File: src/rtl/sd_seq_consts.vh
// Constants of the sigma-delta conversion sequencer
`ifndef SD_SEQ_CONSTS_VH
`define SD_SEQ_CONSTS_VH
// Register indices (paddr[4:2]; byte offset is four times the index)
`define REG_COMM 3'h0
`define REG_SETUP 3'h1
`define REG_CLOCK 3'h2
`define REG_DATA 3'h3
`define REG_OFFSET 3'h4
`define REG_GAIN 3'h5
// Communications register fields
`define COMM_CHAN 0
`define COMM_PD 2
`define COMM_RDIR 3
`define COMM_TGT_LO 4
`define COMM_TGT_HI 6
`define COMM_READY 7
// Setup register fields
`define SETUP_OP_LO 0
`define SETUP_OP_HI 1
`define SETUP_HOLD 2
`define SETUP_GAIN_LO 3
`define SETUP_GAIN_HI 5
// Clock register fields
`define CLK_RATE_LO 0
`define CLK_RATE_HI 1
`define CLK_RANGE 2
`define CLK_HALVE 3
// Reset values
`define RST_RATE_CODE 2'h1
`define RST_RANGE 1'h1
`define RST_HOLD 1'h1
// Operation select codes
`define OP_NORMAL 2'h0
`define OP_SELF 2'h1
`define OP_ZERO_SYS 2'h2
`define OP_FULL_SYS 2'h3
// Decimation ratios, range 0 then range 1
`define DEC0_00 16'd391
`define DEC0_01 16'd313
`define DEC0_10 16'd78
`define DEC0_11 16'd39
`define DEC1_00 16'd384
`define DEC1_01 16'd320
`define DEC1_10 16'd77
`define DEC1_11 16'd38
`define MOD_RATIO 16'd128
// Counts in output periods
`define PER_NORMAL 4'd3
`define PER_SELF_READY 4'd9
`define PER_SYS_READY 4'd4
`define PER_SELF_DONE 4'd6
`define PER_SYS_DONE 4'd3
`define PER_SELF_ZERO 4'd3
// Counts in oscillator periods
`define PIPE_TICKS 16'd2000
`define BLANK_TICKS 16'd500
`endif

File: src/rtl/sigma_delta_conversion_sequencer.v
// Sequencer, APB registers and calibration store of a two-channel sigma-delta converter
// What this block does
// Range 0 decimations 391, 313, 78, 39
// Range 1 decimations 384, 320, 77, 38
// Period is 128 times decimation, doubled when halve_q is set
// Reset: defaults, ready high, bus ignored
// After reset wait for configuration first
// Oscillator output keeps running during reset
// Comm write picks channel, direction, target, powerdown
// Host names register before each access
// Hold resets filter; release starts work
// Hold low: result updates every period
// Ready shows as status bit and pin
// Normal: ready three periods after release
// Result read raises ready; rereads allowed
// Unread result: ready high 500 ticks
// Hold rising keeps unread ready low
// Calibration adds 2000-tick pipeline delay
// Self-calibration ready after nine periods
// System calibration ready after four periods
// Mode bits clear after six or three
// Codes 01,10,11 start the calibrations
// Host sets hold before calibration command
// Coefficients stored per channel automatically
// Self-calibration shorts inputs for zero scale
// Reset rate code 01, range select 1
// Mode returns to normal after calibration
// Hold release restarts the sequencer counters, not the oscillator or tick halver
//
// Implementation choices: the placing of the registers and register access over APB.
`include "sd_seq_consts.vh"
module sigma_delta_conversion_sequencer #(
   parameter OSC_HALF = 25
) (
   input wire clock,
   input wire rst,
   input wire porRst,
   input wire clockEn,
   input wire psel,
   input wire penable,
   input wire pwrite,
   input wire [7:0] paddr,
   input wire [31:0] pwdata,
   output reg [31:0] prdata,
   output wire pready,
   output wire pslverr,
   input wire [15:0] convData,
   input wire [23:0] calOffsetIn,
   input wire [23:0] calGainIn,
   output reg bufferedOscOutput,
   output reg resultValidFlagN,
   output wire filterReset,
   output wire shortInputs,
   output wire powerDown,
   output wire calChannel,
   output wire [2:0] gainSelect
);
   localparam [3:0] S_IDLE = 4'h1;
   localparam [3:0] S_SETTLE = 4'h2;
   localparam [3:0] S_PIPE = 4'h4;
   localparam [3:0] S_RUN = 4'h8;

   function [15:0] decim;
      input range;
      input [1:0] code;
      begin
         case ({range, code})
            3'h0: decim = `DEC0_00;
            3'h1: decim = `DEC0_01;
            3'h2: decim = `DEC0_10;
            3'h3: decim = `DEC0_11;
            3'h4: decim = `DEC1_00;
            3'h5: decim = `DEC1_01;
            3'h6: decim = `DEC1_10;
            default: decim = `DEC1_11;
         endcase
      end
   endfunction

   function [15:0] periodTicks;
      input range;
      input [1:0] code;
      reg [31:0] prod;
      begin
         prod = `MOD_RATIO * decim(range, code);
         periodTicks = prod[15:0];
      end
   endfunction

   function [15:0] countStep;
      input [15:0] cnt;
      input wrap;
      begin
         countStep = wrap ? 16'h0 : cnt + 16'h1;
      end
   endfunction

   // Oscillator divider, cleared only at power-on so reset pin never stops it
   reg [15:0] oscCnt_q;
   reg halfTog_q;
   wire oscWrap = (oscCnt_q == OSC_HALF[15:0] - 16'h1);
   // Tick marks one full oscillator period
   wire tick = clockEn & oscWrap & ~bufferedOscOutput;
   wire halve;
   wire rateTick = tick & (~halve | halfTog_q);

   always @(posedge clock) begin
      if (porRst) begin
         oscCnt_q <= 16'h0;
         bufferedOscOutput <= 1'b0;
      end else if (clockEn) begin
         if (oscWrap) begin
            oscCnt_q <= 16'h0;
            bufferedOscOutput <= ~bufferedOscOutput;
         end else begin
            oscCnt_q <= oscCnt_q + 16'h1;
         end
      end
   end

   // Halving stage of the rate tick; the reset pin restarts its phase
   always @(posedge clock) begin
      if (rst) begin
         halfTog_q <= 1'b0;
      end else if (tick) begin
         halfTog_q <= ~halfTog_q;
      end
   end

   // Registers
   reg [1:0] chan_q;
   reg pd_q;
   reg rdDir_q;
   reg [2:0] target_q;
   reg armed_q;
   reg [1:0] opSel_q;
   reg hold_q;
   reg [2:0] gain_q;
   reg configured_q;
   reg [1:0] rateCode_q;
   reg range_q;
   reg halve_q;
   reg [15:0] result_q;
   reg [23:0] offReg [0:1];
   reg [23:0] gainReg [0:1];
   reg [3:0] state_q;
   reg [15:0] periodCnt_q;
   reg [3:0] periods_q;
   reg [15:0] auxCnt_q;
   reg blank_q;
   reg [1:0] calKind_q;

   assign halve = halve_q;
   assign powerDown = pd_q;
   assign calChannel = chan_q[0];
   assign gainSelect = gain_q;
   // Filter stays parked until the first setup write after reset
   assign filterReset = rst | hold_q | ~configured_q;

   // APB decode
   wire [2:0] idx = paddr[4:2];
   wire mapped = (paddr[7:5] == 3'h0) & (paddr[1:0] == 2'h0) & (idx <= `REG_GAIN);
   // Arming is spent by the first accepted non-COMM access after a comm write
   wire named = armed_q & (target_q == idx) & (pwrite == ~rdDir_q);
   wire allowed = mapped & ((idx == `REG_COMM) | named);
   wire access = psel & penable & clockEn & ~rst;
   assign pready = psel & penable & clockEn;
   // Refused accesses still end at once, so a host slip cannot stall the bus
   assign pslverr = pready & (rst | ~allowed);
   wire acc = access & allowed;
   wire commWr = acc & pwrite & (idx == `REG_COMM);
   wire setupWr = acc & pwrite & (idx == `REG_SETUP);
   wire clockWr = acc & pwrite & (idx == `REG_CLOCK);
   wire offWr = acc & pwrite & (idx == `REG_OFFSET);
   wire gainWr = acc & pwrite & (idx == `REG_GAIN);
   wire dataRd = acc & ~pwrite & (idx == `REG_DATA);

   wire newHold = pwdata[`SETUP_HOLD];
   wire [1:0] newOp = pwdata[`SETUP_OP_HI:`SETUP_OP_LO];
   // Release of hold, or calibration command with hold already low
   wire start = setupWr & ~newHold & (hold_q | (newOp != `OP_NORMAL) | ~configured_q);
   wire holdRise = setupWr & newHold & ~hold_q;

   // Read data captured in the setup phase
   always @(posedge clock) begin
      if (rst) begin
         prdata <= 32'h0;
      end else if (clockEn & psel & ~penable) begin
         prdata <= 32'h0;
         if (allowed & ~pwrite) begin
            case (idx)
               `REG_COMM:
                  prdata <= {24'h0, resultValidFlagN, target_q, rdDir_q, pd_q, chan_q};
               `REG_SETUP:
                  prdata <= {26'h0, gain_q, hold_q, opSel_q};
               `REG_CLOCK:
                  prdata <= {28'h0, halve_q, range_q, rateCode_q};
               `REG_DATA:
                  prdata <= {16'h0, result_q};
               `REG_OFFSET:
                  prdata <= {8'h0, offReg[chan_q[0]]};
               `REG_GAIN:
                  prdata <= {8'h0, gainReg[chan_q[0]]};
               default:
                  prdata <= 32'h0;
            endcase
         end
      end
   end

   // Sequencer timing
   wire [15:0] perTicks = periodTicks(range_q, rateCode_q);
   wire periodEnd = rateTick & (periodCnt_q == perTicks - 16'h1);
   wire [3:0] periodsNext = periods_q + 4'h1;
   wire isSelf = (calKind_q == `OP_SELF);
   wire isNormal = (calKind_q == `OP_NORMAL);
   wire isSettle = (state_q == S_SETTLE);
   wire [3:0] readyN = isNormal ? `PER_NORMAL :
                       isSelf ? `PER_SELF_READY : `PER_SYS_READY;
   wire [3:0] doneN = isSelf ? `PER_SELF_DONE : `PER_SYS_DONE;
   wire calDone = isSettle & periodEnd & ~isNormal & (periodsNext == doneN);
   wire settleEnd = isSettle & periodEnd & (periodsNext == readyN);
   // Pipeline and blank spans count undivided ticks, unlike output periods
   wire pipeEnd = (state_q == S_PIPE) & tick & (auxCnt_q == `PIPE_TICKS - 16'h1);
   wire newResult = (settleEnd & isNormal) | pipeEnd | ((state_q == S_RUN) & periodEnd);
   wire blankEnd = blank_q & tick & (auxCnt_q == `BLANK_TICKS - 16'h1);

   // Inputs short only over the zero-scale part of self-calibration
   assign shortInputs = isSettle & isSelf & (periods_q < `PER_SELF_ZERO);

   always @(posedge clock) begin
      if (rst) begin
         chan_q <= 2'h0;
         pd_q <= 1'b0;
         rdDir_q <= 1'b0;
         target_q <= `REG_COMM;
         armed_q <= 1'b0;
         opSel_q <= `OP_NORMAL;
         hold_q <= `RST_HOLD;
         gain_q <= 3'h0;
         configured_q <= 1'b0;
         rateCode_q <= `RST_RATE_CODE;
         range_q <= `RST_RANGE;
         halve_q <= 1'b0;
         result_q <= 16'h0;
         resultValidFlagN <= 1'b1;
         state_q <= S_IDLE;
         periodCnt_q <= 16'h0;
         periods_q <= 4'h0;
         auxCnt_q <= 16'h0;
         blank_q <= 1'b0;
         calKind_q <= `OP_NORMAL;
         offReg[0] <= 24'h0;
         offReg[1] <= 24'h0;
         gainReg[0] <= 24'h0;
         gainReg[1] <= 24'h0;
      end else if (clockEn) begin
         if (commWr) begin
            chan_q <= pwdata[`COMM_CHAN + 1:`COMM_CHAN];
            pd_q <= pwdata[`COMM_PD];
            rdDir_q <= pwdata[`COMM_RDIR];
            target_q <= pwdata[`COMM_TGT_HI:`COMM_TGT_LO];
            armed_q <= 1'b1;
         end else if (acc & (idx != `REG_COMM)) begin
            armed_q <= 1'b0;
         end
         if (clockWr) begin
            rateCode_q <= pwdata[`CLK_RATE_HI:`CLK_RATE_LO];
            range_q <= pwdata[`CLK_RANGE];
            halve_q <= pwdata[`CLK_HALVE];
         end
         if (offWr) begin
            offReg[chan_q[0]] <= pwdata[23:0];
         end
         if (gainWr) begin
            gainReg[chan_q[0]] <= pwdata[23:0];
         end
         // Coefficients land in the calibrated channel's own pair
         if (calDone & ~start) begin
            if (calKind_q != `OP_FULL_SYS) begin
               offReg[chan_q[0]] <= calOffsetIn;
            end
            if (calKind_q != `OP_ZERO_SYS) begin
               gainReg[chan_q[0]] <= calGainIn;
            end
         end
         if (setupWr) begin
            hold_q <= newHold;
            gain_q <= pwdata[`SETUP_GAIN_HI:`SETUP_GAIN_LO];
            opSel_q <= newOp;
            configured_q <= 1'b1;
         end else if (calDone) begin
            opSel_q <= `OP_NORMAL;
         end

         // Conversion state machine
         // Restart drops any partial conversion in progress
         if (start) begin
            state_q <= S_SETTLE;
            calKind_q <= newOp;
            periodCnt_q <= 16'h0;
            periods_q <= 4'h0;
            auxCnt_q <= 16'h0;
            blank_q <= 1'b0;
         end else if (holdRise) begin
            state_q <= S_IDLE;
            blank_q <= 1'b0;
         end else begin
            case (state_q)
               S_IDLE: begin
                  // Held at zero so a release times a whole period
                  periodCnt_q <= 16'h0;
               end
               S_SETTLE: begin
                  if (rateTick) begin
                     periodCnt_q <= countStep(periodCnt_q, periodEnd);
                  end
                  if (periodEnd) begin
                     periods_q <= periodsNext;
                  end
                  if (settleEnd) begin
                     auxCnt_q <= 16'h0;
                     state_q <= (calKind_q == `OP_NORMAL) ? S_RUN : S_PIPE;
                  end
               end
               S_PIPE: begin
                  if (tick) begin
                     auxCnt_q <= auxCnt_q + 16'h1;
                  end
                  if (pipeEnd) begin
                     periodCnt_q <= 16'h0;
                     auxCnt_q <= 16'h0;
                     state_q <= S_RUN;
                  end
               end
               S_RUN: begin
                  if (rateTick) begin
                     periodCnt_q <= countStep(periodCnt_q, periodEnd);
                  end
                  if (periodEnd) begin
                     auxCnt_q <= 16'h0;
                     blank_q <= ~resultValidFlagN & ~dataRd;
                  end else if (blankEnd) begin
                     blank_q <= 1'b0;
                  end else if (blank_q & tick) begin
                     auxCnt_q <= auxCnt_q + 16'h1;
                  end
               end
               default: begin
                  state_q <= S_IDLE;
               end
            endcase
         end

         // A restart in the same cycle drops the finished word
         if (newResult & ~start) begin
            result_q <= convData;
         end

         // Ready flag: a new result beats a read in the same cycle
         if (start) begin
            resultValidFlagN <= 1'b1;
         end else if (newResult) begin
            // Unread result blanks the flag before it falls again
            resultValidFlagN <= (state_q == S_RUN) & ~resultValidFlagN & ~dataRd;
         end else if (blankEnd & ~holdRise) begin
            resultValidFlagN <= 1'b0;
         end else if (dataRd) begin
            resultValidFlagN <= 1'b1;
         end
         // Hold rising, unless a period ends in that cycle, leaves an unread flag low until read or restart
      end
   end
endmodule

File: config.mk
export PLATFORM = sky130hd
export DESIGN_NAME = sigma_delta_conversion_sequencer
export DESIGN_NICKNAME = d
export VERILOG_FILES = /design/src/rtl/sigma_delta_conversion_sequencer.v
export VERILOG_INCLUDE_DIRS = /design/src /design/src/rtl
export SDC_FILE = /design/constraint.sdc
export NUM_CORES = 1
export LEC_CHECK = 0
export BUFFER_PORTS_ARGS = -buffer_cell sky130_fd_sc_hd__buf_4
export CAP_MARGIN = 40
export CORE_ASPECT_RATIO = 2
export CORE_MARGIN = 10
export CORE_UTILIZATION = 40
export CTS_CLUSTER_SIZE = 16
export DETAILED_ROUTE_END_ITERATION = 10
export PLACE_DENSITY = 0.67
export SLEW_MARGIN = 20
export SYNTH_ARGS = -nofsm -noshare
export SYNTH_HDL_FRONTEND = slang
export SYNTH_SLANG_ARGS = --single-unit
File: constraint.sdc
create_clock -name clock -period 6.5 [get_ports clock]
set_clock_uncertainty 0.2 [all_clocks]
set_input_delay 0.975 -clock clock [delete_from_list [all_inputs] [get_ports clock]]
set_output_delay 0.975 -clock clock [all_outputs]
set_load 0.01 [all_outputs]
==> results of run 1 <==
-- critical path: cells and delay by family --
kind | cells | cell delay, ns
AO/OA/AOI/OAI | 2 | 0.71
buffers and inverters | 2 | 0.44
AND/OR/NAND/NOR | 6 | 2.25
-- worst min path at each step --
stage                 startpoint  slack [ns]            to  cells after the start
floorplan           configured_q        0.23  configured_q                      2
global placement       prdata[7]        0.25     prdata[7]                      2
detailed placement     prdata[1]        0.25     prdata[1]                      2
CTS                    chan_q[1]        0.26     chan_q[1]                      2
global route           prdata[1]        0.28     prdata[1]                      2
finish                 chan_q[1]        0.26     chan_q[1]                      2
-- power by group through the flow --
stage / Combinational [µW] / Clock, µW / Sequential [µW]
6_report: 175 / 1290 / 1460
4_1_cts: 171 / 1320 / 1460
2_1_floorplan: 78.0 / 0 / 1490
5_1_grt: 189 / 1360 / 1470
3_3_place_gp: 167 / 0 / 1490
3_5_place_dp: 170 / 0 / 1490
-- logic make-up after synthesis --
| group | count (synthesis) | synth area share [%] |
|---|---|---|
| buffers and inverters | 111 | 4.43 |
| AND/OR/NAND/NOR | 562 | 25.4 |
| adder cells (fa/ha/maj) | 5 | 0.542 |
| other | 1 | 0.0325 |
| XOR/XNOR | 38 | 3.00 |
| AO/OA/AOI/OAI | 285 | 15.2 |
| multiplexers | 62 | 5.38 |
| flip-flops | 218 | 46.1 |
-- cells in the mapped netlist, types with 23 or more instances --
cell      instances
a21oi_1          48
nor2_1           97
mux2i_1          61
o21ai_0         109
edfxtp_1         96
nand2_1         128
a22oi_1          32
clkbuf_1         62
nand2b_1         60
and3_1           26
dfxtp_1         122
nand3_1         141
xor2_1           23
-- layout make-up --
| type | instances | area share [%] |
|---|---|---|
| Clock inverter | 8 | 0.553 |
| Tap cell | 360 | 3.32 |
| Multi-Input combinational cell | 960 | 42.3 |
| Timing Repair Buffer | 164 | 9.48 |
| Clock buffer | 33 | 4.88 |
| Inverter | 10 | 0.276 |
| Sequential cell | 218 | 39.2 |
-- per-layer routing --
metal / global-route usage, % / vias up
met5: 0 / -
met4: 4.52 / 0
met3: 3.20 / 48
met2: 28.2 / 431
met1: 22.4 / 4865
li1: - / 4835
-- state kept, by name, indices dropped and copies added (netlist names), 2 cells and up, named ones only --
register / cells
gainReg: 48
offReg: 48
prdata: 24
auxCnt_q: 16
oscCnt_q: 16
periodCnt_q: 16
result_q: 16
periods_q: 4
state_q: 4
gainSelect: 3
target_q: 3
calKind_q: 2
chan_q: 2
opSel_q: 2
rateCode_q: 2
-- placed cells by master (no fill, tap or decap), drive strengths merged, types with 7 or more instances in the layout --
cell	instances
buf	163
o221ai	8
nor3	20
a22oi	32
nand3	144
xor2	23
nor2b	8
conb	8
xnor2	14
mux2i	61
or3	12
inv	10
nand2	128
nor2	99
nand2b	60
edfxtp	96
dfxtp	122
and3	26
o22ai	13
o21ai	129
and2	9
a21oi	49
o211ai	12
clkbuf	34
and4	7
nand4	11
-- stage by stage --
| stage | hold slack, ns | setup slack [ns] | cell area (µm²) |
|---|---|---|---|
| after floorplan | 0.235 | 2.48 | 11600 |
| after detailed placement | 0.249 | 1.77 | 12800 |
| after global placement | 0.247 | 1.84 | 12800 |
| final | 0.261 | 2.28 | 13600 |
| after global routing | 0.283 | 2.07 | 13600 |
| after CTS | 0.259 | 2.30 | 13500 |
==> impl_metrics.ini, run 1 <==
[route]
first_pass_iters = 5
wl_um = 32900
dr.max_layer_used = met4
ant_nets = 0
vias = 10200
drt_iter0_drc = 877
wl_met2_um = 15500
routed_via_density = 5.81
wl_met1_um = 14000
wl_per_cell_um = 18.8
drc_errors = 0
dr_wl_met3_um = 2680

[logic_synthesis]
synth_edf_count = 96
async_flop_share_pct = 0
synth_cell_type_count = 86
netlist_top_cells_area = edfxtp_1 (25%), dfxtp_1 (21%), nand3_1 (6.1%)
synth_ff_type = dfxtp_1
syn_area_um2 = 11600
synthCells = 1282
ys_seq_area_share_pct = 46.1
yosys.area.top_type_share_pct = 25.0
ys_warn_count = 0
syn_area_per_cell_um2 = 9.01
synth.largest_area_cell = edfxtp_1
synth_seq_cells = 218

[global_routing]
antenna_found_initial = 0
grt_max_degree = 84
grt_pass1_wl_um = 51700
overflow = 0
grt_pass1_vias = 9551
grt_usage_pct = 17.1

[layout]
syn_to_final_growth_pct = 17.6
multiInputGateArea_um2 = 5750
nets = 1493
seqCellArea_um2 = 5330
fin_cells = 1753
fill_cells = 2690
drive_gt1_share_pct = 16.6
final_util_pct = 47.5
antenna-diode-count = 0

[power_and_ir_drop]
pwr-share-comb_pct = 6.0
finalPower_uw = 2930
pwr-share-seq_pct = 49.9
p_sw_uw = 656
p_leak_uw = 0.00478
p_sw_share_pct = 22.4
irDropWorstVdd_mv = 0.156
p_int_uw = 2280
powerDensity_nw_per_um2 = 216
p_clk_share_pct = 44.1

[sta]
finalSetupViolCount = 0
finalHoldViolCount = 0
slew_violations = 0
setup_tns_ns = 0
max_slew_margin_pct = 49.5
tightestPinTransition_ns = 0.758
fmax_mhz = 237
rsz0062_at_grt = false
finalCriticalPeriod_ns = 4.22
finalCritPeriodShare_pct = 64.9

[setup_path]
rr_endpoint = offReg[0][22]
crit_slowest_cell = and3_1
cp.arrival_ns = 4.38
reg2regPathDepth = 10
crit_required_ns = 6.66
end_kind = register
rrSetupSlack_ns = 2.49
crit_chain = buf_4 -> nor4_1 -> nand4_1 -> o21ai_1 -> and3_1 -> nand2_1 -> nor2_2 -> buf_4 -> nand3_1 -> o21ai_1
crit_end = gainReg[0][20]
path_class = input pin to register
startpoint = paddr[6]
cpPeakStageDelay_ns = 0.68
timing.rr.start = periodCnt_q[7]
cp-start-kind = input pin
crit_path_max_fanout = 18

[clock_network]
path_clk_slew_ns = 0.06
cts_htree_levels = 1
cts_tree = built
clock_latency_ns = 0.52
cts_hold_buf = 0
cts_setup_buffers = 0
clockBufferDepth = 3
cts-resized-gates = 0
numClockSinks = 218
cts_buffers = 23
root_buffer = clkbuf_16

[placement]
place_congestion = 0.881
port_buffers = 137
dp.cells = 1709
dp_hpwl_um = 22900

[run]
drv_cap = 0

[status]
status = finished clean

[floorplan]
io_pins = 154
die_area_um2 = 36500
rows = 88
die_w_um = 140
start_util_pct = 40.3
die_h_um = 260
fp.coreArea_um2 = 28600

[min_path]
hp-class = register to register
(Power assumes the default switching activity.)
==> run 2, diff against run 1 <==
PLACE_DENSITY = 0.69   (was 0.67)
clock period = 3.8 ns   (was 6.5 ns; I/O delays follow)
==> run 2 against run 1 <==
  * Critical path type is now register to register
  * Total power increased by 78%
  * Register-to-register slack got worse by 2.2 ns
  * Flip-flop and latch count stayed put
  * Clock power increased by 87%
  * First-iteration DRC count increased by 11%
  * Combinational power increased by 70%
  * Die area unchanged
  * Non-clock buffer count rose by 14
  * Worst setup slack worse by 2.0 ns
  * Wire length grew 0.95%
  * Sequential power up 71%
  * Cell area is 1.4% higher
==> impl_metrics.ini, run 2 (synthesized netlist as in run 1, its figures left out) <==
[layout]
fill_cells = 2695
antenna-diode-count = 0
mostFrequentLayoutCells = buf_4 (172), nand3_1 (141), nand2_1 (128)
drive_gt1_share_pct = 17.7
final_area_um2 = 13800
reg.largest.list = gainReg (48), offReg (48), prdata (24)
syn_to_final_growth_pct = 19.3
final_util_pct = 48.1
nets = 1507
final_common_cell = buf_4

[floorplan]
start_util_pct = 40.3
rows = 88
die_h_um = 260
die_w_um = 140
die_area_um2 = 36500
fp.coreArea_um2 = 28600
io_pins = 154

[run]
drv_cap = 0

[clock_network]
cts_tree = built
path_clk_slew_ns = 0.06
cts_setup_buffers = 0
clockBufferDepth = 3
cts_hold_buf = 0
cts_buffers = 23
cts_htree_levels = 1
clock_latency_ns = 0.54
cts-resized-gates = 0
root_buffer = clkbuf_16
numClockSinks = 218

[sta]
rsz0062_at_grt = false
slew_violations = 0
finalHoldViolCount = 0
max_slew_margin_pct = 47.0
finalSetupViolCount = 0
finalCritPeriodShare_pct = 92.5
finalCriticalPeriod_ns = 3.51
fmax_mhz = 285
layout_setup_ws_ns = 0.285
tightestPinTransition_ns = 0.795
setup_tns_ns = 0

[route]
drt_iter0_drc = 974
first_pass_iters = 5
vias = 10100
ant_nets = 0
wl_per_cell_um = 18.8
routed_via_density = 5.71
wl_um = 33200
drc_errors = 0

[min_path]
holdCritStartpoint = porRst
hp-class = input pin to register

[setup_path]
crit_path_max_fanout = 13
cp-start-kind = register
crit_required_ns = 3.84
path_class = register to register
end_kind = register
cp.arrival_ns = 3.55
timing.rr.start = rateCode_q[0]
startpoint = rateCode_q[0]

[global_routing]
grt_max_degree = 69
antenna_found_initial = 0
grt_pass1_vias = 9732
grt_usage_pct = 17.3
grt_pass1_wl_um = 52400
overflow = 0

[power_and_ir_drop]
p_leak_uw = 0.00489
powerDensity_nw_per_um2 = 378
finalPower_uw = 5210
irDropWorstVdd_mv = 0.269

[placement]
place_congestion = 0.873
placed_cell_area_um2 = 13000
port_buffers = 137
place_ws_ns = 0.149
dp_hpwl_um = 23700

[status]
status = finished clean
[run 2: metal layers]
layer | up-vias | track usage, % | wire [µm]
met4 | 0 | 5.24 | 725
met3 | 44 | 2.68 | 2210
li1 | 4865 | - | -
met5 | - | 0 | 0
met1 | 4808 | 22.8 | 14600
met2 | 382 | 28.5 | 15700
[run 2: path summary, 6_finish.rpt]
| check | end | depth (start not counted) | slack [ns] |
|---|---|---|---|
| setup / recovery | offReg[0][7] | 9 | 0.29 |
| hold / removal | bufferedOscOutput | 2 | 0.02 |
| setup reg to reg | offReg[0][7] | 9 | 0.29 |
| hold reg to reg | chan_q[1] | 2 | 0.27 |
[run 2: through the flow]
stage	std cells	hold slack [ns]
final	1768	0.0170
after global routing	1768	0.0124
after CTS	1767	0.00692
after detailed placement	1725	0.247
after global placement	1723	0.245
after floorplan	1289	0.235
[run 2: power breakdown]
group	switching (µW)	total, µW	internal [µW]
logic	175	297	122
registers	16.2	2500	2490
clock network	958	2410	1460
[run 2: layout make-up]
type                       instances  area [µm²]  share of cell area, %
clock inverter                    11         140                   1.02
multi-input combinational        960        5750                   41.7
timing repair buffer             178        1400                   10.2
tap                              360         450                   3.27
sequential                       218        5330                   38.7
inverter                          10        37.5                  0.272
clock buffer                      31         677                   4.91
[run 2: critical path: stages, from the launching register on]
cell	delay (ns)
dfxtp_1	0.44
or3b_1	0.42
a311oi_1	0.29
o22ai_1	0.18
or4_4	0.58
nor2_4	0.14
nand3_2	0.15
a21o_1	0.22
nand2_1	0.29
buf_4	0.28
==> run 3, diff against run 2 <==
CORE_UTILIZATION = 52   (was 40)
PLACE_DENSITY = 0.84   (was 0.69)
==> run 3 against run 2 <==
  * Critical path depth did not move
  * Worst setup slack improved by 0.012 ns
  * Via count rose by 1.9%
  * Combinational power rose by 1%
  * Fmax rose by 0.34%
  * Wire length rose by 1.5%
  * Critical endpoint is now offReg[1][13]
  * Largest cell class unchanged
  * Largest power group unchanged
==> impl_metrics.ini, run 3 (synthesized netlist as in run 1, its figures left out) <==
[global_routing]
grt_pass1_vias = 10400
grt_pass1_wl_um = 52900
overflow = 0
grt_usage_pct = 22.1
grt_max_degree = 97
antenna_found_initial = 0

[sta]
tightestPinTransition_ns = 0.793
finalSetupViolCount = 0
finalCritPeriodShare_pct = 92.2
max_slew_margin_pct = 47.1
whs_ns = 0.0162
setup_tns_ns = 0
layout_setup_ws_ns = 0.297
finalCriticalPeriod_ns = 3.50
rsz0062_at_grt = false
finalHoldViolCount = 0
slew_violations = 0
fmax_mhz = 285

[route]
drt_iter0_drc = 828
first_pass_iters = 5
routed_via_density = 6.15
wl_per_cell_um = 20.1
drc_errors = 0
wl_um = 33700
ant_nets = 0
vias = 10300

[power_and_ir_drop]
pwr-share-seq_pct = 49.7
p_sw_uw = 1110
pwr-share-comb_pct = 6.0
p_sw_share_pct = 22.0
powerDensity_nw_per_um2 = 371
finalPower_uw = 5040
irDropWorstVdd_mv = 0.544
p_clk_share_pct = 44.3
p_leak_uw = 0.00484
p_int_uw = 3930

[setup_path]
end_kind = register
timing.rr.start = rateCode_q[0]
startpoint = rateCode_q[0]
crit_end = offReg[1][13]
rrSetupSlack_ns = 0.30
reg2regPathDepth = 9
cp.arrival_ns = 3.53
path_class = register to register
crit_required_ns = 3.82
crit_path_max_fanout = 96
rr_endpoint = offReg[1][13]
cp-start-kind = register

[layout]
fill_cells = 1815
final_util_pct = 61.8
seqCellArea_um2 = 5330
antenna-diode-count = 0
reg.largest.list = gainReg (48), offReg (48), prdata (24)
syn_to_final_growth_pct = 17.6
multiInputGateArea_um2 = 5750
nets = 1500
drive_gt1_share_pct = 17.1
mostFrequentLayoutCells = buf_4 (167), nand3_1 (141), nand2_1 (128)
final_common_cell = buf_4

[clock_network]
clock_latency_ns = 0.52
path_clk_slew_ns = 0.07
cts_tree = built
cts_setup_buffers = 0
cts_htree_levels = 1
cts_hold_buf = 0
cts_buffers = 20
cts-resized-gates = 0
numClockSinks = 218
root_buffer = clkbuf_16
clockBufferDepth = 3

[status]
status = finished clean

[floorplan]
die_h_um = 231
die_w_um = 125
start_util_pct = 52.6
rows = 77
io_pins = 154
fp.coreArea_um2 = 22000
die_area_um2 = 28900

[placement]
place_congestion = 0.945
place_ws_ns = 0.247
port_buffers = 137
dp_hpwl_um = 24100

[min_path]
hp-class = input pin to register

[run]
drv_cap = 0
==> run 3: cell type report <==
| class | instances | share of cell area, % |
|---|---|---|
| multi-input combinational | 960 | 42.3 |
| sequential | 218 | 39.2 |
| timing repair buffer | 174 | 10.2 |
| clock buffer | 30 | 5.04 |
| tap | 276 | 2.54 |
| clock inverter | 6 | 0.433 |
| inverter | 10 | 0.276 |
==> run 3: power by group through the flow <==
stage	combinational [µW]	sequential [µW]	clock, µW
floorplan	133	2550	0
global placement	291	2550	0
detailed placement	295	2550	0
CTS	297	2500	2250
global route	322	2510	2340
finish	301	2500	2230
==> run 3: per-layer routing <==
layer  wire length (µm)  share of wire (%)  vias to the layer above  track usage, %
met3               1810                5.4                      127            3.47
met5                  0                  0                        -               0
met1              11700                 35                     4903            21.7
met4               1950                5.8                        0            14.9
met2              18300                 54                      419            41.2
li1                   -                  -                     4843               -
==> run 3: worst min-delay path by stage <==
stage	from	end	slack [ns]	depth (start not counted)
2_1_floorplan	configured_q	configured_q	0.23	2
3_3_place_gp	prdata[7]	prdata[7]	0.24	2
3_5_place_dp	chan_q[1]	chan_q[1]	0.25	2
4_1_cts	porRst	bufferedOscOutput	0.007	2
5_1_grt	porRst	bufferedOscOutput	0.003	2
6_report	porRst	bufferedOscOutput	0.02	2
==> run 3: critical path, cell delays in order (launching register included) <==
cell      delay [ns]
dfxtp_1         0.46
or3b_1          0.44
a311oi_1        0.28
o22ai_1         0.19
or4_4           0.59
nor2_4          0.14
nand3_2         0.15
buf_4           0.43
nand3_1         0.19
o21ai_0         0.11
==> run 3: stage by stage <==
stage                     area (µm²)  instances
final                          13600       1674
after global routing           13600       1674
after CTS                      13500       1672
after detailed placement       12800       1636
after global placement         12800       1634
after floorplan                11600       1289
